**src/include/dma_cyc_pkg.sv**
```systemverilog
// shared constants for the dma descriptor cycle controller
// assumes a 32-bit descriptor layout: source end, destination end, control word
package dma_cyc_pkg;

  // ==========================================================
  // control word field layout
  localparam int MODE_LSB     = 0;
  localparam int MODE_W       = 3;
  localparam int N_LSB        = 4;
  localparam int N_W          = 10;
  localparam int RPOW_LSB     = 14;
  localparam int RPOW_W       = 4;
  localparam int SRC_SIZE_LSB = 24;
  localparam int SRC_INC_LSB  = 26;
  localparam int DST_SIZE_LSB = 28;
  localparam int DST_INC_LSB  = 30;
  localparam int FLD2_W       = 2;

  // ==========================================================
  // operating modes
  typedef enum logic [2:0] {
    MODE_STOP     = 3'b000,
    MODE_BASIC    = 3'b001,
    MODE_AUTO     = 3'b010,
    MODE_PINGPONG = 3'b011,
    MODE_MSG_PRI  = 3'b100,
    MODE_MSG_ALT  = 3'b101,
    MODE_PSG_PRI  = 3'b110,
    MODE_PSG_ALT  = 3'b111
  } mode_e;

  localparam logic [1:0] INC_NONE = 2'h3;

  // ==========================================================
  // descriptor word offsets inside a data structure
  localparam logic [31:0] DS_SRC_OFS = 32'h0000_0000;
  localparam logic [31:0] DS_DST_OFS = 32'h0000_0004;
  localparam logic [31:0] DS_CFG_OFS = 32'h0000_0008;

  // ==========================================================
  // register map
  localparam logic [11:0] REG_CTRL     = 12'h000;
  localparam logic [11:0] REG_PRI_BASE = 12'h004;
  localparam logic [11:0] REG_ALT_BASE = 12'h008;
  localparam logic [11:0] REG_STATUS   = 12'h00c;

  localparam int CTRL_EN_BIT     = 0;
  localparam int CTRL_SWREQ_BIT  = 1;
  localparam int CTRL_ALT_BIT    = 2;
  localparam int STAT_DONE_BIT   = 4;
  localparam int STAT_STOP_BIT   = 5;
  localparam int STAT_PEND_BIT   = 6;
  localparam int STAT_ALT_BIT    = 7;

  localparam logic [31:0] PRI_BASE_RST = 32'h0000_0000;
  localparam logic [31:0] ALT_BASE_RST = 32'h0000_0100;

  localparam logic [10:0] MAX_INTERVAL = 11'h400;

  // ==========================================================
  // sequencer states
  typedef enum logic [3:0] {
    S_IDLE    = 4'b0000,
    S_RD_SRC  = 4'b0001,
    S_RD_DST  = 4'b0010,
    S_RD_CFG  = 4'b0011,
    S_SETUP   = 4'b0100,
    S_RD_DATA = 4'b0101,
    S_WR_DATA = 4'b0110,
    S_WR_CFG  = 4'b0111
  } state_e;

endpackage

```
**src/rtl/dma_addr_calc.sv**
```systemverilog
// transfer address from an end pointer, the remaining count and an increment code
// assumes inputs come from registers on the same clock; purely combinational
`timescale 1ns/10ps
module dma_addr_calc
  import dma_cyc_pkg::*;
(
  input  wire logic [31:0]    end_ptr,
  input  wire logic [N_W-1:0] count,
  input  wire logic [1:0]     inc,
  output logic      [31:0]    addr
);

  // ==========================================================
  // address arithmetic
  always_comb begin
    if (inc == INC_NONE) begin
      addr = end_ptr;
    end else begin
      // code 00 shifts by zero: byte stepping
      addr = end_ptr - ({22'h0, count} << inc);
    end
  end

endmodule

```
**src/rtl/dma_cycle_ctrl.sv**
```systemverilog
// single-channel dma descriptor cycle controller with apb configuration
// assumes a zero-latency-free memory port: mem_ack may come any cycle after mem_req
//
// Functional notes
// mode 000: structure invalid, no transfers
// basic mode waits fresh request each arbitration
// auto mode requests itself during arbitration
// ping-pong alternates primary and alternate structures
// alternate until invalid or mode changed; host refreshes
// memory scatter-gather: 100 primary, 101 alternate
// peripheral scatter-gather: 110 primary, 111 alternate
// fetch control word each cycle and interval
// write back control word after interval
// destination size forced equal to source size
// completion writes mode field to 000
// source address: end minus shifted count
// destination address: end minus shifted count
// increment 00 gives byte stepped addresses
// count field ten bits, transfers minus one
// count field updated before re-arbitration
// decrement count; zero-count transfer completes cycle
//
// Our own choices: register access over APB and the register offsets.
`timescale 1ns/10ps
module dma_cycle_ctrl
  import dma_cyc_pkg::*;
(
  input  wire logic        pclk,
  input  wire logic        presetn,
  input  wire logic        psel,
  input  wire logic        penable,
  input  wire logic        pwrite,
  input  wire logic [31:0] paddr,
  input  wire logic [31:0] pwdata,
  output logic      [31:0] prdata,
  output logic             pready,
  output logic             pslverr,
  input  wire logic        dma_req,
  output logic             mem_req,
  output logic             mem_we,
  output logic      [31:0] mem_addr,
  output logic      [1:0]  mem_size,
  output logic      [31:0] mem_wdata,
  input  wire logic [31:0] mem_rdata,
  input  wire logic        mem_ack,
  output logic             cycle_done
);

  // ==========================================================
  // declarations
  state_e           state_r;
  logic [31:0]      pri_base_r;
  logic [31:0]      alt_base_r;
  logic [31:0]      src_end_r;
  logic [31:0]      dst_end_r;
  logic [31:0]      cfg_r;
  logic [N_W-1:0]   cnt_r;
  logic [10:0]      burst_r;
  logic             complete_r;
  logic             en_r;
  logic             pend_r;
  logic             alt_r;
  logic             done_r;
  logic             stop_r;
  logic             req_s1_r;
  logic             req_s2_r;
  logic             req_s3_r;
  logic [31:0]      prdata_r;
  logic             mem_we_r;
  logic [31:0]      mem_addr_r;
  logic [31:0]      mem_wdata_r;
  logic             cycle_done_r;
  logic [31:0]      base;
  logic [31:0]      src_addr;
  logic [31:0]      dst_addr;
  logic [N_W-1:0]   cnt_nxt;
  logic             last_xfer;
  logic             interval_end;
  logic [31:0]      cfg_wb;
  logic             wr_take;
  logic             setup_take;
  logic             addr_ok;
  logic             req_edge;
  logic             take_req;
  logic             invalid_seen;
  logic             toggle_alt;
  mode_e            mode;

  // ==========================================================
  // helpers
  function automatic logic [10:0] interval_len(input logic [RPOW_W-1:0] rpow);
    if (rpow >= 4'd10) begin
      interval_len = MAX_INTERVAL;
    end else begin
      interval_len = 11'(11'h001 << rpow);
    end
  endfunction

  function automatic logic map_hit(input logic [11:0] a);
    map_hit = (a == REG_CTRL) || (a == REG_PRI_BASE) ||
              (a == REG_ALT_BASE) || (a == REG_STATUS);
  endfunction

  assign mode = mode_e'(cfg_r[MODE_LSB +: MODE_W]);
  assign base = alt_r ? alt_base_r : pri_base_r;

  // ==========================================================
  // address generation
  dma_addr_calc u_src_addr (
    .end_ptr (src_end_r),
    .count   (cnt_r),
    .inc     (cfg_r[SRC_INC_LSB +: FLD2_W]),
    .addr    (src_addr)
  );

  dma_addr_calc u_dst_addr (
    .end_ptr (dst_end_r),
    .count   (cnt_r),
    .inc     (cfg_r[DST_INC_LSB +: FLD2_W]),
    .addr    (dst_addr)
  );

  // ==========================================================
  // transfer bookkeeping
  assign last_xfer    = (cnt_r == '0);
  assign cnt_nxt      = last_xfer ? cnt_r : cnt_r - 10'h001;
  assign interval_end = last_xfer || (burst_r == 11'h001);

  always_comb begin
    cfg_wb = cfg_r;
    cfg_wb[N_LSB +: N_W] = cnt_nxt;
    cfg_wb[DST_SIZE_LSB +: FLD2_W] = cfg_r[SRC_SIZE_LSB +: FLD2_W];
    if (last_xfer) begin
      cfg_wb[MODE_LSB +: MODE_W] = MODE_STOP;
    end
  end

  // ==========================================================
  // apb slave, zero wait states
  assign pready     = 1'b1;
  assign addr_ok    = map_hit(paddr[11:0]) && (paddr[31:12] == 20'h0);
  assign pslverr    = psel && penable && !addr_ok;
  assign wr_take    = psel && penable && pwrite && addr_ok;
  assign setup_take = psel && !penable;
  assign prdata     = prdata_r;

  // read data captured in setup so it is stable through the access phase
  always_ff @(posedge pclk or negedge presetn) begin
    if (!presetn) begin
      prdata_r <= 32'h0;
    end else if (setup_take && !addr_ok) begin
      prdata_r <= 32'h0;
    end else if (setup_take) begin
      case (paddr[11:0])
        REG_CTRL:     prdata_r <= {29'h0, alt_r, 1'b0, en_r};
        REG_PRI_BASE: prdata_r <= pri_base_r;
        REG_ALT_BASE: prdata_r <= alt_base_r;
        REG_STATUS:   prdata_r <= {24'h0, alt_r, pend_r, stop_r, done_r, state_r};
        default:      prdata_r <= 32'h0;
      endcase
    end
  end

  always_ff @(posedge pclk or negedge presetn) begin
    if (!presetn) begin
      pri_base_r <= PRI_BASE_RST;
      alt_base_r <= ALT_BASE_RST;
    end else if (wr_take) begin
      if (paddr[11:0] == REG_PRI_BASE) begin
        pri_base_r <= pwdata;
      end
      if (paddr[11:0] == REG_ALT_BASE) begin
        alt_base_r <= pwdata;
      end
    end
  end

  // ==========================================================
  // channel enable and structure select
  assign invalid_seen = (state_r == S_RD_CFG) && mem_ack &&
                        (mem_rdata[MODE_LSB +: MODE_W] == MODE_STOP);
  // ping-pong and both scatter-gather pairs swap structures on completion
  assign toggle_alt   = (state_r == S_WR_CFG) && mem_ack && complete_r &&
                        (mode == MODE_PINGPONG || mode[2]);

  always_ff @(posedge pclk or negedge presetn) begin
    if (!presetn) begin
      en_r <= 1'b0;
    end else if (invalid_seen) begin
      en_r <= 1'b0;
    end else if (wr_take && paddr[11:0] == REG_CTRL) begin
      en_r <= pwdata[CTRL_EN_BIT];
    end
  end

  always_ff @(posedge pclk or negedge presetn) begin
    if (!presetn) begin
      alt_r <= 1'b0;
    end else if (toggle_alt) begin
      alt_r <= !alt_r;
    end else if (wr_take && paddr[11:0] == REG_CTRL) begin
      alt_r <= pwdata[CTRL_ALT_BIT];
    end
  end

  // ==========================================================
  // request capture
  always_ff @(posedge pclk or negedge presetn) begin
    if (!presetn) begin
      req_s1_r <= 1'b0;
      req_s2_r <= 1'b0;
      req_s3_r <= 1'b0;
    end else begin
      req_s1_r <= dma_req;
      req_s2_r <= req_s1_r;
      req_s3_r <= req_s2_r;
    end
  end

  assign req_edge = req_s2_r && !req_s3_r;
  assign take_req = (state_r == S_IDLE) && en_r && pend_r;

  // a new request in the take cycle stays pending, set beats clear
  always_ff @(posedge pclk or negedge presetn) begin
    if (!presetn) begin
      pend_r <= 1'b0;
    end else if (req_edge || (wr_take && paddr[11:0] == REG_CTRL && pwdata[CTRL_SWREQ_BIT])) begin
      pend_r <= 1'b1;
    end else if (take_req) begin
      pend_r <= 1'b0;
    end
  end

  // ==========================================================
  // sticky status, write one to clear, hardware set wins
  always_ff @(posedge pclk or negedge presetn) begin
    if (!presetn) begin
      done_r <= 1'b0;
    end else if (toggle_alt || ((state_r == S_WR_CFG) && mem_ack && complete_r)) begin
      done_r <= 1'b1;
    end else if (wr_take && paddr[11:0] == REG_STATUS && pwdata[STAT_DONE_BIT]) begin
      done_r <= 1'b0;
    end
  end

  always_ff @(posedge pclk or negedge presetn) begin
    if (!presetn) begin
      stop_r <= 1'b0;
    end else if (invalid_seen) begin
      stop_r <= 1'b1;
    end else if (wr_take && paddr[11:0] == REG_STATUS && pwdata[STAT_STOP_BIT]) begin
      stop_r <= 1'b0;
    end
  end

  // ==========================================================
  // descriptor sequencer
  always_ff @(posedge pclk or negedge presetn) begin
    if (!presetn) begin
      state_r      <= S_IDLE;
      src_end_r    <= 32'h0;
      dst_end_r    <= 32'h0;
      cfg_r        <= 32'h0;
      cnt_r        <= '0;
      burst_r      <= 11'h0;
      complete_r   <= 1'b0;
      mem_we_r     <= 1'b0;
      mem_addr_r   <= 32'h0;
      mem_wdata_r  <= 32'h0;
      cycle_done_r <= 1'b0;
    end else begin
      cycle_done_r <= 1'b0;
      case (state_r)
        S_IDLE: begin
          if (take_req) begin
            mem_we_r   <= 1'b0;
            mem_addr_r <= base + DS_SRC_OFS;
            state_r    <= S_RD_SRC;
          end
        end
        S_RD_SRC: begin
          if (mem_ack) begin
            src_end_r  <= mem_rdata;
            mem_addr_r <= base + DS_DST_OFS;
            state_r    <= S_RD_DST;
          end
        end
        S_RD_DST: begin
          if (mem_ack) begin
            dst_end_r  <= mem_rdata;
            mem_addr_r <= base + DS_CFG_OFS;
            state_r    <= S_RD_CFG;
          end
        end
        S_RD_CFG: begin
          if (mem_ack) begin
            cfg_r      <= mem_rdata;
            cnt_r      <= mem_rdata[N_LSB +: N_W];
            burst_r    <= interval_len(mem_rdata[RPOW_LSB +: RPOW_W]);
            complete_r <= 1'b0;
            if (mem_rdata[MODE_LSB +: MODE_W] == MODE_STOP) begin
              state_r <= S_IDLE;
            end else begin
              state_r <= S_SETUP;
            end
          end
        end
        S_SETUP: begin
          // one cycle for the address adders to see the fresh count
          mem_we_r   <= 1'b0;
          mem_addr_r <= src_addr;
          state_r    <= S_RD_DATA;
        end
        S_RD_DATA: begin
          if (mem_ack) begin
            mem_we_r    <= 1'b1;
            mem_addr_r  <= dst_addr;
            mem_wdata_r <= mem_rdata;
            state_r     <= S_WR_DATA;
          end
        end
        S_WR_DATA: begin
          if (mem_ack) begin
            cnt_r   <= cnt_nxt;
            burst_r <= burst_r - 11'h001;
            if (interval_end) begin
              complete_r  <= last_xfer;
              // cfg_r keeps the fetched mode: the structure swap must still see it
              mem_we_r    <= 1'b1;
              mem_addr_r  <= base + DS_CFG_OFS;
              mem_wdata_r <= cfg_wb;
              state_r     <= S_WR_CFG;
            end else begin
              state_r <= S_SETUP;
            end
          end
        end
        S_WR_CFG: begin
          if (mem_ack) begin
            mem_we_r <= 1'b0;
            if (complete_r) begin
              cycle_done_r <= 1'b1;
              state_r      <= S_IDLE;
            end else if (mode == MODE_AUTO) begin
              // self-inserted request: re-enter arbitration without waiting
              mem_addr_r <= base + DS_SRC_OFS;
              state_r    <= S_RD_SRC;
            end else begin
              state_r <= S_IDLE;
            end
          end
        end
        default: begin
          state_r <= S_IDLE;
        end
      endcase
    end
  end

  // ==========================================================
  // memory port
  assign mem_req    = (state_r != S_IDLE) && (state_r != S_SETUP);
  assign mem_we     = mem_we_r;
  assign mem_addr   = mem_addr_r;
  assign mem_wdata  = mem_wdata_r;
  // source size serves both sides
  assign mem_size   = cfg_r[SRC_SIZE_LSB +: FLD2_W];
  assign cycle_done = cycle_done_r;

endmodule

```
**config.mk**
```make
export PLATFORM = sky130hd
export DESIGN_NAME = dma_cycle_ctrl
export DESIGN_NICKNAME = d
export VERILOG_FILES = /design/src/include/dma_cyc_pkg.sv /design/src/rtl/dma_addr_calc.sv /design/src/rtl/dma_cycle_ctrl.sv
export SDC_FILE = /design/constraint.sdc
export NUM_CORES = 1
export LEC_CHECK = 0
export BUFFER_PORTS_ARGS = -buffer_cell sky130_fd_sc_hd__buf_2
export CAP_MARGIN = 20
export CORE_ASPECT_RATIO = 0.7
export CORE_MARGIN = 2
export CORE_UTILIZATION = 48
export CTS_CLUSTER_SIZE = 10
export DETAILED_ROUTE_END_ITERATION = 7
export GPL_ROUTABILITY_DRIVEN = 1
export HOLD_SLACK_MARGIN = 0.08
export PLACE_DENSITY = 0.79
export SYNTH_ARGS = -nofsm -noshare
export SYNTH_HDL_FRONTEND = slang
export SYNTH_SLANG_ARGS = --single-unit
```
**constraint.sdc**
```tcl
create_clock -name pclk -period 5.4 [get_ports pclk]
set_clock_uncertainty 0.05 [all_clocks]
set_input_delay 0.54 -clock pclk [delete_from_list [all_inputs] [get_ports pclk]]
set_output_delay 0.54 -clock pclk [all_outputs]
set_load 0.01 [all_outputs]
```
* Word-level counts from Yosys, hierarchy flattened
Cells that the tools add are included.
** Word-level totals
- Memories :: 0
- ROM bits :: 0
- RAM bits :: 0
- Flip-flop bits (word level) :: 292
- Bits in latches :: 0
** Cells by class
- Equality and inequality tests :: 26
- Divide/modulo/power cells :: 0
- Muxes and demuxes :: 62
- Bitwise gates (word level) :: 0
- $add $sub $neg :: 6
- Shifts and indexed selects :: 3
- $mul :: 0
- Order comparisons :: 1
- Reductions and logical operators :: 59
** Operator list (number)
- $mux W32 :: 17
- $pmux W32 S7 :: 1
- $pmux W32 S4 :: 1
- $pmux W32 S2 :: 1
- $shl A10 B2 Y32 :: 2
- $sub A32 B32 Y32 :: 2
- $mux W11 :: 3
- $add A32 B3 Y32 const B :: 1
- $add A32 B4 Y32 const B :: 1
- $pmux W4 S8 :: 1
- $mux W10 :: 3
- $mux W4 :: 7
- $eq A12 B4 Y1 const B :: 2
- $pmux W11 S2 :: 1
- $logic_and A1 B1 Y1 :: 21
- $mux W1 :: 21
- $logic_not A20 Y1 :: 1
- $pmux W10 S2 :: 1
- $ne A2 B2 Y1 const B :: 9
- $eq A4 B3 Y1 const B :: 4
- $reduce_bool A2 Y1 :: 8
- $eq A12 B3 Y1 const B :: 1
- $logic_not A12 Y1 :: 1
- $eq A11 B1 Y1 const B :: 1
- 28 further kinds :: 46

* Depth between registers and ports, before layout
Gate-level depths: netlist of the first run.
- Word-level depth :: 10
- Gate-level depth with buffers :: 13
- Mapped depth without buffers :: 12

* Modules after synthesis
Synthesis of the first run repeated with hierarchy kept, for this count alone.
** Second synthesis, totals
- Cell total of the unflattened synthesis :: 1858
- Area total of the unflattened synthesis :: 17337.9 sq um
** Modules (own cells, without submodules)
- dma_cycle_ctrl :: seq. area each 6982.9 sq um, instances 1, cells an instance 1427, area an instance 14448.9 sq um
- dma_addr_calc at u_dst_addr :: seq. area each 0.0 sq um, instances 1, cells an instance 213, area an instance 1448.9 sq um
- dma_addr_calc at u_src_addr :: seq. area each 0.0 sq um, instances 1, cells an instance 218, area an instance 1440.1 sq um

* Worst setup path after synthesis of the first run
Ideal clock, no wire load.
- Path kind :: register to register
- From :: reg alt_r
- To :: reg mem_addr_r[21], in the netlist mem_addr[21]
- Arrival :: 3.422 ns
- Path slack :: 1.799 ns
- Data required time :: 5.221 ns
- Clock period less this slack :: 3.601 ns
- Library setup time :: 0.129 ns
- Stages on the path, launching flop included :: 13
- Cell sequence :: dfrtp_1 buf_4 buf_2 buf_2 clkbuf_1 mux2_2 ha_1 inv_1 o32ai_1 nand4_1 or3_1 a31oi_1 a31oi_1
** On the way
- Cells in the longest elaborated chain, start to end :: 5
- Elaborated cells on any way between the ends :: 12
- Those cells by class :: add/sub (2); mux (10)
** RTL lines
- start, declared :: RTL line dma_cycle_ctrl.sv:62 : logic alt_r;
- start signal, assigned :: RTL line dma_cycle_ctrl.sv:200 : alt_r <= !alt_r;
- start signal, assigned :: RTL line dma_cycle_ctrl.sv:202 : alt_r <= pwdata[CTRL_ALT_BIT];
- $mux W32 (*) :: RTL line dma_cycle_ctrl.sv:105 : assign base = alt_r ? alt_base_r : pri_base_r;
- $add A32 B4 Y32 / $mux W32 (equally long branches) :: RTL line dma_cycle_ctrl.sv:291, dma_cycle_ctrl.sv:330, dma_cycle_ctrl.sv:344
- $mux W32 (on tied branches) :: RTL line dma_cycle_ctrl.sv:326, dma_cycle_ctrl.sv:341
- $mux W32 (on tied branches) :: RTL line dma_cycle_ctrl.sv:323, dma_cycle_ctrl.sv:339
- $pmux W32 S7 (*) :: RTL line dma_cycle_ctrl.sv:273 : case (state_r)
- end signal, assigned :: RTL line dma_cycle_ctrl.sv:277 : mem_addr_r <= base + DS_SRC_OFS;
- end signal, assigned :: RTL line dma_cycle_ctrl.sv:291 : mem_addr_r <= base + DS_CFG_OFS;
- end signal, assigned :: RTL line dma_cycle_ctrl.sv:330 : mem_addr_r <= base + DS_CFG_OFS;
- end, declared :: RTL line dma_cycle_ctrl.sv:70 : logic [31:0] mem_addr_r;
Mark *: on every way between the ends. The rest lies on a longest branch, timed or not. The select of a mux whose other input is x is not followed.
A chain may end at the register's enable or synchronous reset.

* Worst setup path after layout of the first run
- From :: reg cnt_r[0]
- To :: reg mem_addr_r[16], in the netlist mem_addr[16]
** On the way
- Cells in the longest elaborated chain, start to end :: 5
- Elaborated cells on any way between the ends :: 12
- Those cells by class :: add/sub (2); eq/ne (1); shift (2); mux (4); reduce/logical (3)
** RTL lines
- start, declared :: RTL line dma_cycle_ctrl.sv:57 : logic [N_W-1:0] cnt_r;
- start signal, assigned :: RTL line dma_cycle_ctrl.sv:298 : cnt_r <= mem_rdata[N_LSB +: N_W];
- start signal, assigned :: RTL line dma_cycle_ctrl.sv:324 : cnt_r <= cnt_nxt;
- $shl A10 B2 Y32 :: RTL line dma_addr_calc.sv:20 : addr = end_ptr - ({22'h0, count} << inc);
- $sub A32 B32 Y32 :: RTL line dma_addr_calc.sv:20
- $mux W32 :: RTL line dma_addr_calc.sv:16 : if (inc == INC_NONE) begin
- $mux W32 :: RTL line dma_cycle_ctrl.sv:315 : if (mem_ack) begin
- $pmux W32 S7 :: RTL line dma_cycle_ctrl.sv:273
- end signal, assigned :: RTL line dma_cycle_ctrl.sv:277
- end signal, assigned :: RTL line dma_cycle_ctrl.sv:284 : mem_addr_r <= base + DS_DST_OFS;
- end signal, assigned :: RTL line dma_cycle_ctrl.sv:317 : mem_addr_r <= dst_addr;
Several ways; a longest one is shown, not always the timed one. The select of a mux whose other input is x is not followed.

==> impl_summary.log, run 1 <==
[metrics] number of failing hold endpoints at the final stage: 0
[metrics] Worst Hold Launch: pwdata[26]
[metrics] Tcrit/Tclk final: 0.736
[metrics] # nets final: 2169
[metrics] worst slack at placement: 1.48 ns
[metrics] busiest grt layer: met2
[metrics] launch point of the worst reg-to-reg path: cnt_r[0]
[metrics] cell area after technology mapping: 17300 um^2
[metrics] power share of the clock group: 0.188
[metrics] Detailed Route Iter0 Violations: 1694
[metrics] required time reported for the critical path endpoint: 5.76 ns
[metrics] Post CTS Setup Buffer Count: 0
[metrics] Cells after Synth: roughly 1900
[metrics] initial core utilization: 0.485
[metrics] maximum fanout encountered on the critical timing path: 69
[metrics] net count of the mapped netlist: 2017
[metrics] VDD IR max: 0.000334 V
[metrics] # fillers: 3204
[metrics] number of rows in the core area: between 50 and 60
[metrics] relative max-transition margin: 0.343
[metrics] clock transition at the register clock pins on the worst setup and hold paths after CTS: 0.06 ns
[metrics] DIE AREA: roughly 38000 um^2
[metrics] fraction of power consumed by sequential logic: 0.301
[metrics] CTS tree: done
[metrics] Clock Tree Buf Depth: 3
[metrics] via count of the first global-routing pass: 14955
[metrics] depth of the CTS H-tree: 2
[metrics] DR DRC count: 0
[metrics] total overflow reported by the global router: 0
[metrics] overall via count from detail_route: 15710
[metrics] Endpoint, Worst Hold: pri_base_r[26]
[metrics] crit end category: flip-flop
[metrics] final instance count without filler cells: between 2000 and 3000
[metrics] post-placement cell count: 2464
[metrics] maximum clock frequency: 252 MHz
[metrics] Die Y-Extent: 163 um
[metrics] average wire per standard cell: 22.3 um
[metrics] share of total power consumed by net switching: 0.456
[metrics] number of cells traversed by the worst hold path: 2
[metrics] half-perimeter wire length of the detailed placement result: between 40000 and 50000 um
[metrics] met2 layer usage reported by global route: 0.451
[metrics] total negative setup slack: 0 ns
[metrics] global-route met3 utilization: 0.0548
[metrics] layout-stage area growth over the synthesis result: 14.1%
[metrics] Clock Root Buffer: sky130_fd_sc_hd__clkbuf_16
[metrics] sequential cell area fraction in the yosys report: 0.403
[metrics] PnR worst setup slack: 1.43 ns
[metrics] worst slew pin tran: between 0.9 and 1 ns
[metrics] count of pins on the block boundary: 206
[metrics] setup slack of the worst register-to-register path: about 1.4 ns
[metrics] remaining antenna violation count after routing: 0
[metrics] switching power total: 5.37 mW
[metrics] synthesized area per cell: around 9.2 um^2
[metrics] Via density: 6.23
[metrics] flip-flop cell with the highest count after synthesis: sky130_fd_sc_hd__dfrtp_1
[metrics] number of enable-type register cells in the synthesized netlist: 0
[metrics] fraction of post-synthesis cell area in the top cell type by area: 0.402
[metrics] power density normalized to cell area: 597 nW/um^2
[metrics] reg-to-reg endpoint: mem_addr[16]
[metrics] number of port buffers: 204
[metrics] routed wire length: 56200 um
[metrics] fraction of layout cells with a size suffix above 1: 0.231
[metrics] share of power burned in combinational logic: 0.512
[metrics] floorplan core area: 35700 um^2
[metrics] depth of the worst register-to-register path: 10
[metrics] time the worst path needs with I/O delays and setup: 3.97 ns
[metrics] RePlAce Congestion: 0.945
[metrics] CTS sink cnt: 279
[metrics] Hold Crit Class: in2reg
[metrics] Distinct cells, synth: 87
[metrics] initial antenna violation count: 1
[metrics] asr flop ratio synth: 1.00
[metrics] pin count of the biggest net entering global routing: 144
[metrics] internal cell power: 6.41 mW
[metrics] warnings from Yosys: 0
[metrics] final core occ: 0.553
[metrics] sequential cell area: 6980 um^2
[metrics] global-route wire length before repair: 87500 um
[metrics] post-synthesis cell type with the largest combined area: sky130_fd_sc_hd__dfrtp_1
[metrics] number of pins exceeding their max-slew limit in the final report: 0
[metrics] result of the run: finished clean
[metrics] max-capacitance violation count: 0
[metrics] multi-input gate area in the final layout: 9690 um^2
[metrics] unrepaired setup endpoints after global routing: false
[metrics] leading cell types by total area after synthesis: sky130_fd_sc_hd__dfrtp_1 40%, sky130_fd_sc_hd__mux2_2 11%, sky130_fd_sc_hd__nand2_1 4.6%
[metrics] LEAKAGE: 8.61 nW
[metrics] x dimension of the die: 231 um
[metrics] worst path arrival time: 4.33 ns
[metrics] startpoint type of the worst setup path: flip-flop
[metrics] number of setup violations in the final report: 0
[metrics] synthesis-stage register bit count: 279
[metrics] Crit Path Class: reg2reg
[metrics] GRT Resource Usage Total: 0.298
[metrics] met1 global-route usage: 0.436
[metrics] number of detailed-routing iterations run before antenna repair: 6
[metrics] number of CTS-inserted buffers: 35
[metrics] worst skew pair latency: about 0.54 ns
## registers in the layout, indices dropped and copies added (netlist names)
register,flops
alt_base_r,32
dst_end_r,32
mem_addr,32
mem_wdata,32
prdata,32
pri_base_r,32
src_end_r,32
cfg_r,20
burst_r,11
cnt_r,10
state_r,3
alt_r,1
complete_r,1
cycle_done,1
done_r,1
en_r,1
mem_we,1
pend_r,1
req_s1_r,1
req_s2_r,1
req_s3_r,1
stop_r,1
## worst max-delay path, cell delays in order (launching register included)
cell and delay (ns):
sky130_fd_sc_hd__dfrtp_1 0.48, sky130_fd_sc_hd__inv_1 0.26, sky130_fd_sc_hd__ha_1 0.27, sky130_fd_sc_hd__or3b_2 0.49
sky130_fd_sc_hd__or4_1 0.64, sky130_fd_sc_hd__nand3_2 0.21, sky130_fd_sc_hd__o2111ai_4 0.13, sky130_fd_sc_hd__buf_4 0.35
sky130_fd_sc_hd__nand2b_4 0.35, sky130_fd_sc_hd__a221oi_1 0.44, sky130_fd_sc_hd__a31oi_1 0.14
## worst max path at each step
stage | from | slack [ns] | to
after floorplan | alt_r | 1.80 | mem_addr[21]
after global placement | cnt_r[0] | 1.44 | mem_addr[16]
after detailed placement | cnt_r[0] | 1.48 | mem_addr[16]
after CTS | cnt_r[0] | 1.50 | mem_addr[16]
after global routing | cfg_r[30] | 1.25 | mem_addr[27]
final | cnt_r[0] | 1.43 | mem_addr[16]
## cell usage after synthesis (16+ instances only)
cell type and instances:
sky130_fd_sc_hd__nand2_1 213, sky130_fd_sc_hd__dfrtp_1 278, sky130_fd_sc_hd__nand3b_1 19, sky130_fd_sc_hd__xnor2_1 52, sky130_fd_sc_hd__nor3_1 43, sky130_fd_sc_hd__mux2_2 163, sky130_fd_sc_hd__inv_1 36, sky130_fd_sc_hd__xor2_1 20
sky130_fd_sc_hd__ha_1 39, sky130_fd_sc_hd__nand3_1 51, sky130_fd_sc_hd__a22oi_1 48, sky130_fd_sc_hd__nor4_1 26, sky130_fd_sc_hd__a21oi_1 140, sky130_fd_sc_hd__mux2i_1 57, sky130_fd_sc_hd__o21ai_0 155, sky130_fd_sc_hd__nor2_1 109
sky130_fd_sc_hd__clkbuf_1 86, sky130_fd_sc_hd__nor2b_1 16, sky130_fd_sc_hd__a31oi_1 31
## routing by layer
layer	wire, um	part of all wire
met1	25500	0.45
met2	24700	0.44
met3	4640	0.083
met4	1300	0.023
met5	0	0
## final cells by class
type / instances / share of cell area
Multi-Input combinational cell: 1438 / 0.491
Timing Repair Buffer: 234 / 0.0650
Antenna cell: 1 / 0.000127
Clock inverter: 3 / 0.00152
Inverter: 37 / 0.00703
Clock buffer: 50 / 0.0518
Sequential cell: 279 / 0.353
Tap cell: 480 / 0.0304
## power by group through the flow
| stage | Sequential, mW | Combinational [mW] | Clock [mW] |
|---|---|---|---|
| floorplan | 3.26 | 4.28 | 0 |
| global placement | 3.52 | 5.82 | 0 |
| detailed placement | 3.55 | 5.87 | 0 |
| CTS | 3.52 | 5.91 | 2.24 |
| global route | 3.63 | 6.59 | 2.33 |
| finish | 3.54 | 6.03 | 2.21 |
## cell families (layout without fill, tap and decap cells)
group / Yosys count / in the layout / share of synthesized area
AO/OA/AOI/OAI: 522 / 522 / 0.190
adder cells (fa/ha/maj): 41 / 41 / 0.0305
buffers and inverters: 156 / 324 / 0.0374
multiplexers: 221 / 221 / 0.140
AND/OR/NAND/NOR: 581 / 581 / 0.163
flip-flops: 279 / 279 / 0.403
other: 1 / 2 / 0.000217
XOR/XNOR: 72 / 72 / 0.0364
## placed cells by master, fill, tap and decap left out, types with 9 or more instances in the layout
master	netlist	layout
sky130_fd_sc_hd__xor2_1	20	20
sky130_fd_sc_hd__nor2b_1	16	16
sky130_fd_sc_hd__ha_1	39	39
sky130_fd_sc_hd__nand4_1	15	15
sky130_fd_sc_hd__xnor2_1	52	52
sky130_fd_sc_hd__o211ai_1	9	9
sky130_fd_sc_hd__nand3_1	51	51
sky130_fd_sc_hd__nand3b_1	19	19
sky130_fd_sc_hd__a221oi_1	9	9
sky130_fd_sc_hd__nand2b_1	15	15
sky130_fd_sc_hd__nor3_1	43	42
sky130_fd_sc_hd__nor4_1	26	26
sky130_fd_sc_hd__a22oi_1	48	48
sky130_fd_sc_hd__nand2_1	213	213
sky130_fd_sc_hd__o31ai_1	12	12
sky130_fd_sc_hd__a21oi_1	140	140
sky130_fd_sc_hd__dfrtp_1	278	277
sky130_fd_sc_hd__buf_2	13	203
sky130_fd_sc_hd__and3_1	14	14
sky130_fd_sc_hd__o22ai_1	9	9
sky130_fd_sc_hd__a211oi_1	14	14
sky130_fd_sc_hd__mux2_2	163	163
sky130_fd_sc_hd__o21a_1	13	13
sky130_fd_sc_hd__buf_4	6	25
sky130_fd_sc_hd__clkbuf_16	0	36
sky130_fd_sc_hd__inv_1	36	36
sky130_fd_sc_hd__nor2_1	109	108
sky130_fd_sc_hd__a21o_1	11	11
sky130_fd_sc_hd__o21ai_0	155	154
sky130_fd_sc_hd__mux2i_1	57	57
sky130_fd_sc_hd__a31oi_1	31	31
## per-stage QoR
stage               power, mW  hold WS [ns]  cell area, um^2
floorplan                7.53         0.194            17300
global placement         9.34         0.284            18700
detailed placement       9.41         0.309            18700
CTS                      11.7         0.185            19700
global route             12.6         0.197            19800
finish                   11.8         0.197            19800
## repair_timing
item                                   in CTS  in global routing
resized for setup                           0                  0
endpoints found under the hold margin      64                  0
hold buffers                                2                  0
Power figures use the tool's default switching activity.
==> run 2, diff against run 1 <==
==> constraint.sdc (replaced) <==
create_clock -name pclk -period 3.99 [get_ports pclk]
set_clock_uncertainty 0.05 [all_clocks]
set_input_delay 0.399 -clock pclk [delete_from_list [all_inputs] [get_ports pclk]]
set_output_delay 0.399 -clock pclk [all_outputs]
set_load 0.01 [all_outputs]
==> impl_summary.log, run 2 (synthesis results as in run 1) <==
[metrics] number of pins exceeding their max-slew limit in the final report: 0 (unchanged)
[metrics] Via density: 6.28 (+0.77%)
[metrics] Hold Crit Class: in2reg
[metrics] number of port buffers: 204 (unchanged)
[metrics] Crit Path Class: reg2reg
[metrics] CTS sink cnt: 279 (unchanged)
[metrics] worst slew pin tran: 0.931 ns (-0.0271 ns)
[metrics] total overflow reported by the global router: 0 (unchanged)
[metrics] initial antenna violation count: 1 (unchanged)
[metrics] RePlAce Congestion: 0.936 (-0.94%)
[metrics] x dimension of the die: 231 um (unchanged)
[metrics] initial core utilization: 0.485 (unchanged)
[metrics] overall via count from detail_route: 16069 (+2.3%)
[metrics] half-perimeter wire length of the detailed placement result: 42000 um (+1.6%)
[metrics] average wire per standard cell: 22.0 um (-1.1%)
[metrics] pin count of the biggest net entering global routing: 117 (-19%)
[metrics] result of the run: finished clean
[metrics] Tcrit/Tclk final: 0.915 (+0.179)
[metrics] CTS tree: done
[metrics] most common cell after layout, fill and taps aside: sky130_fd_sc_hd__dfrtp_1
[metrics] final core occ: 0.561 (+0.00810)
[metrics] worst skew pair latency: 0.53 ns (about the same)
[metrics] total inserted antenna cells: 0 (-1)
[metrics] routed wire length: 56400 um (+0.41%)
[metrics] final design instance area without fill: 20000 um^2 (+1.5%)
[metrics] DR DRC count: 0 (unchanged)
[metrics] GRT Resource Usage Total: 0.297 (-0.000853)
[metrics] instance area at placement: 18900 um^2 (+1.2%)
[metrics] final total power: 15.9 mW (+35%)
[metrics] layout-stage area growth over the synthesis result: 15.8%
[metrics] worst slack at placement: 0.454 ns (-1.03 ns)
[metrics] via count of the first global-routing pass: 15100 (+0.97%)
[metrics] required time reported for the critical path endpoint: 4.34 ns (-1.42 ns)
[metrics] PnR worst setup slack: 0.340 ns (-1.09 ns)
[metrics] maximum clock frequency: 274 MHz (+8.9%)
[metrics] crit end category: flip-flop
[metrics] max-capacitance violation count: 0 (unchanged)
[metrics] startpoint type of the worst setup path: flip-flop
[metrics] Resized Gates After CTS: 0 (unchanged)
[metrics] global-route wire length before repair: 87900 um (+0.41%)
[metrics] LEAKAGE: 8.75 nW (+1.7%)
[metrics] number of failing hold endpoints at the final stage: 0 (unchanged)
[metrics] depth of the CTS H-tree: 2 (unchanged)
[metrics] Clock Root Buffer: sky130_fd_sc_hd__clkbuf_16
[metrics] count of pins on the block boundary: 206 (unchanged)
[metrics] # nets final: 2211 (+1.9%)
[metrics] Clock Tree Buf Depth: 3 (unchanged)
[metrics] commonest cells after routing, fill and taps aside: 277 x sky130_fd_sc_hd__dfrtp_1, 213 x sky130_fd_sc_hd__nand2_1, 203 x sky130_fd_sc_hd__buf_2
[metrics] remaining antenna violation count after routing: 0 (unchanged)
[metrics] Detailed Route Iter0 Violations: 2043 (+21%)
[metrics] floorplan core area: 35700 um^2 (unchanged)
[metrics] number of CTS-inserted buffers: 34 (-2.9%)
[metrics] time the worst path needs with I/O delays and setup: 3.65 ns (-0.324 ns)
[metrics] worst path arrival time: 4.00 ns (-0.33 ns)
[metrics] maximum fanout encountered on the critical timing path: 13 (-81%)
[metrics] power density normalized to cell area: 792 nW/um^2 (+33%)
[metrics] VDD IR max: 0.000406 V (+22%)
[metrics] fraction of layout cells with a size suffix above 1: 0.234 (+0.00288)
[metrics] Die Y-Extent: 163 um (unchanged)
[metrics] number of detailed-routing iterations run before antenna repair: 5 (-1)
[metrics] total negative setup slack: 0 ns (unchanged)
[metrics] number of rows in the core area: 58 (unchanged)
[metrics] number of setup violations in the final report: 0 (unchanged)
[metrics] unrepaired setup endpoints after global routing: false
[metrics] clock transition at the register clock pins on the worst setup and hold paths after CTS: 0.06 ns (about the same)
[metrics] DIE AREA: 37600 um^2 (unchanged)
[metrics] relative max-transition margin: 0.371 (+0.0282)
## run 2: cell types whose count changed in the layout (fill, tap and decap cells not counted), sizes merged
cell         delta
buf            +24
diode           -1
dlygate4sd3    +20
clkinv          -1
clkbuf          -4
## run 2: layout make-up
class / count / area (um^2)
clock buffers: 47 / 931
clock inverters: 2 / 13.8
fillers: 3191 / 15700
inverters: 37 / 139
multi-input cells: 1438 / 9690
flip-flops and latches: 279 / 6980
well taps: 480 / 601
repair buffers: 277 / 1680
## run 2: routing by layer
layer / wire (um) / vias up / global-route usage / part of all wire
li1: - / 7229 / - / -
met1: 25200 / 7984 / 0.432 / 0.45
met2: 25100 / 758 / 0.453 / 0.44
met3: 4530 / 98 / 0.0518 / 0.080
met4: 1540 / 0 / 0.0862 / 0.027
met5: 0 / - / 0 / 0
## run 2: what timing repair did
item	4_1_cts	5_1_grt
hold buffers	22	0
hold endpoints to repair	147	0
buffers inserted	0	0
## run 2: worst max-delay path, cell delays in order (launching register included)
cell and delay (ns):
sky130_fd_sc_hd__dfrtp_1 0.69, sky130_fd_sc_hd__mux2_2 0.42, sky130_fd_sc_hd__o21ai_0 0.15, sky130_fd_sc_hd__ha_1 0.31
sky130_fd_sc_hd__a21oi_1 0.27, sky130_fd_sc_hd__buf_4 0.16, sky130_fd_sc_hd__nand2_1 0.04, sky130_fd_sc_hd__o21ai_0 0.51
sky130_fd_sc_hd__o31ai_1 0.19, sky130_fd_sc_hd__xnor2_1 0.16, sky130_fd_sc_hd__a2111oi_1 0.45, sky130_fd_sc_hd__a21oi_1 0.12
## run 2: final timing paths
path,startpoint,endpoint,slack [ns],depth (start not counted)
min in group asynchronous,presetn,cfg_r[22],0.51,2
worst max-delay path,cfg_r[26],mem_addr[13],0.34,11
max in group asynchronous,presetn,alt_base_r[13],2.44,3
worst min-delay path,pwdata[21],pri_base_r[21],0.09,2
worst max register to register,cfg_r[26],mem_addr[13],0.34,11
worst min register to register,req_s1_r,req_s2_r,0.30,0
## run 2: stage by stage
stage | hold slack, ns | instances
6_report | 0.0890 | 2560
5_1_grt | 0.0869 | 2560
4_1_cts | 0.0808 | 2560
3_5_place_dp | 0.296 | 2489
3_3_place_gp | 0.289 | 2489
2_1_floorplan | 0.0534 | 1873
## run 2: power by group
part           switching (mW)  total, mW  internal [mW]
clock network            1.19       2.80           1.61
logic                    4.92       8.25           3.33
registers                1.12       4.82           3.70
==> run 3, diff against run 2 <==
--- a/config.mk
+++ b/config.mk
@@ -8,8 +8,10 @@
 export BUFFER_PORTS_ARGS = -buffer_cell sky130_fd_sc_hd__buf_2
 export CAP_MARGIN = 20
 export CORE_ASPECT_RATIO = 0.7
-export CORE_MARGIN = 2
+export CORE_MARGIN = 8
 export CORE_UTILIZATION = 48
+export CTS_BUF_LIST = sky130_fd_sc_hd__clkbuf_16
+export CTS_CLUSTER_DIAMETER = 60
 export CTS_CLUSTER_SIZE = 10
 export DETAILED_ROUTE_END_ITERATION = 7
 export GPL_ROUTABILITY_DRIVEN = 1
==> impl_summary.log, run 3 (synthesis results as in run 1) <==
[metrics] maximum clock frequency: 273 MHz (-0.50%)
[metrics] RePlAce Congestion: 0.955 (+2.0%)
[metrics] most common cell after layout, fill and taps aside: sky130_fd_sc_hd__dfrtp_1
[metrics] average wire per standard cell: 22.3 um (+1.3%)
[metrics] via count of the first global-routing pass: 15363 (+1.7%)
[metrics] Clock Tree Buf Depth: 3 (unchanged)
[metrics] initial core utilization: 0.485 (unchanged)
[metrics] number of detailed-routing iterations run before antenna repair: 7 (+2)
[metrics] Die Y-Extent: 175 um (+7.4%)
[metrics] remaining antenna violation count after routing: 0 (unchanged)
[metrics] Hold Crit Class: in2reg
[metrics] Resized Gates After CTS: 0 (unchanged)
[metrics] floorplan core area: 35700 um^2 (unchanged)
[metrics] unrepaired setup endpoints after global routing: false
[metrics] number of failing hold endpoints at the final stage: 0 (unchanged)
[metrics] power density normalized to cell area: 793 nW/um^2 (+0.14%)
[metrics] Crit Path Class: reg2reg
[metrics] maximum fanout encountered on the critical timing path: 19 (+6)
[metrics] worst skew pair latency: 0.52 ns (about the same)
[metrics] commonest cells after routing, fill and taps aside: 277 x sky130_fd_sc_hd__dfrtp_1, 213 x sky130_fd_sc_hd__nand2_1, 203 x sky130_fd_sc_hd__buf_2
[metrics] worst path arrival time: 4.03 ns (+0.03 ns)
[metrics] pin count of the biggest net entering global routing: 103 (-12%)
[metrics] internal cell power: 8.71 mW (+0.77%)
[metrics] share of power burned in combinational logic: 0.522 (+0.002)
[metrics] launch point of the worst reg-to-reg path: cfg_r[31]
[metrics] worst slew pin tran: 0.965 ns (+0.0337 ns)
[metrics] total overflow reported by the global router: 0 (unchanged)
[metrics] smallest hold slack: 0.0924 ns (+0.00338 ns)
[metrics] depth of the worst register-to-register path: 11 (unchanged)
[metrics] time the worst path needs with I/O delays and setup: 3.67 ns (+0.0183 ns)
[metrics] Post CTS Setup Buffer Count: 0 (unchanged)
[metrics] number of port buffers: 204 (unchanged)
[metrics] total negative setup slack: 0 ns (unchanged)
[metrics] global-route wire length before repair: 89500 um (+1.8%)
[metrics] CTS sink cnt: 279 (unchanged)
[metrics] start point of the critical path: cfg_r[31]
[metrics] LEAKAGE: 8.83 nW (+0.83%)
[metrics] number of pins exceeding their max-slew limit in the final report: 0 (unchanged)
[metrics] startpoint type of the worst setup path: flip-flop
[metrics] number of rows in the core area: 58 (unchanged)
[metrics] Clock Root Buffer: sky130_fd_sc_hd__clkbuf_16
[metrics] Detailed Route Iter0 Violations: 1694 (-17%)
[metrics] critical path capture point: mem_addr[23]
[metrics] required time reported for the critical path endpoint: 4.35 ns (about the same)
[metrics] number of CTS-inserted buffers: 35 (+2.9%)
[metrics] relative max-transition margin: 0.354 (-0.0167)
[metrics] switching power total: 7.25 mW (+0.21%)
[metrics] max-capacitance violation count: 0 (unchanged)
[metrics] result of the run: finished clean
[metrics] clock transition at the register clock pins on the worst setup and hold paths after CTS: 0.06 ns (about the same)
[metrics] half-perimeter wire length of the detailed placement result: 43100 um (+2.8%)
[metrics] hold bufs inserted after CTS: 23 (+4.5%)
[metrics] crit end category: flip-flop
[metrics] # nets final: 2218 (+0.32%)
[metrics] instance area at placement: 18900 um^2 (+0.13%)
[metrics] final total power: 16.0 mW (+0.52%)
[metrics] GRT Resource Usage Total: 0.260 (-0.0363)
[metrics] count of pins on the block boundary: 206 (unchanged)
[metrics] fraction of power consumed by sequential logic: 0.299 (-0.005)
[metrics] fraction of layout cells with a size suffix above 1: 0.236 (+0.00257)
[metrics] final core occ: 0.564 (+0.00210)
[metrics] DIE AREA: 42500 um^2 (+13%)
[metrics] routed wire length: 57300 um (+1.6%)
[metrics] final design instance area without fill: 20100 um^2 (+0.37%)
[metrics] layout-stage area growth over the synthesis result: 16.2%
[metrics] reg-to-reg endpoint: mem_addr[23]
[metrics] overall via count from detail_route: 15891 (-1.1%)
[metrics] share of total power consumed by net switching: 0.454 (-0.00138)
[metrics] setup slack of the worst register-to-register path: 0.32 ns (-0.02 ns)
[metrics] number of setup violations in the final report: 0 (unchanged)
[metrics] initial antenna violation count: 1 (unchanged)
[metrics] CTS tree: done
[metrics] depth of the CTS H-tree: 2 (unchanged)
[metrics] power share of the clock group: 0.179 (+0.003)
[metrics] x dimension of the die: 243 um (+5.2%)
[metrics] Via density: 6.19 (-1.4%)
[metrics] VDD IR max: 0.000333 V (-18%)
[metrics] Tcrit/Tclk final: 0.919 (+0.00459)
[metrics] DR DRC count: 0 (unchanged)
[run 3: cell type report]
cell class | count | area (um^2)
fill | 3186 | 15600
antenna | 1 | 2.50
clock buffer | 37 | 926
tap | 480 | 601
clock inverter | 13 | 56.3
timing repair buffer | 283 | 1720
inverter | 37 | 139
sequential | 279 | 6980
multi-input combinational | 1438 | 9690
[run 3: critical path: stages, from the launching register on]
cell                        delay [ns]
sky130_fd_sc_hd__dfrtp_1          0.70
sky130_fd_sc_hd__inv_1            0.28
sky130_fd_sc_hd__and3_1           0.21
sky130_fd_sc_hd__a21oi_1          0.19
sky130_fd_sc_hd__ha_1             0.32
sky130_fd_sc_hd__a21oi_1          0.18
sky130_fd_sc_hd__a2bb2oi_1        0.48
sky130_fd_sc_hd__nand2_1          0.17
sky130_fd_sc_hd__a2111oi_0        0.55
sky130_fd_sc_hd__xor2_1           0.13
sky130_fd_sc_hd__a22oi_1          0.18
sky130_fd_sc_hd__a21oi_1          0.09
[run 3: worst min-delay path by stage]
| stage | start | end | cells after the start |
|---|---|---|---|
| final | pwdata[7] | pri_base_r[7] | 2 |
| after global routing | pwdata[10] | alt_base_r[10] | 2 |
| after CTS | pwdata[11] | pri_base_r[11] | 2 |
| after detailed placement | req_s1_r | req_s2_r | 0 |
| after global placement | req_s1_r | req_s2_r | 0 |
| after floorplan | presetn | alt_base_r[0] | 0 |
[run 3: power by group through the flow]
| stage | clock [mW] | combinational [mW] | sequential, mW |
|---|---|---|---|
| 4_1_cts | 2.89 | 8.22 | 4.74 |
| 2_1_floorplan | 0 | 5.79 | 4.41 |
| 3_5_place_dp | 0 | 8.15 | 4.78 |
| 5_1_grt | 3.01 | 9.11 | 4.88 |
| 6_report | 2.85 | 8.34 | 4.77 |
| 3_3_place_gp | 0 | 8.06 | 4.75 |
[run 3: metrics by stage]
step                      instances  worst slack (ns)
after floorplan                1873             0.389
after global placement         2494             0.524
after detailed placement       2494             0.412
after CTS                      2567             0.419
after global routing           2567           0.00462
final                          2568             0.322
[run 3: layer usage]
metal | share of wire | vias to the layer above | wire length (um) | track usage
met2 | 0.45 | 700 | 25600 | 0.402
met5 | 0 | - | 0 | 0
met4 | 0.024 | 0 | 1360 | 0.0713
met3 | 0.087 | 105 | 5010 | 0.0442
li1 | - | 7248 | - | -
met1 | 0.44 | 7838 | 25400 | 0.373
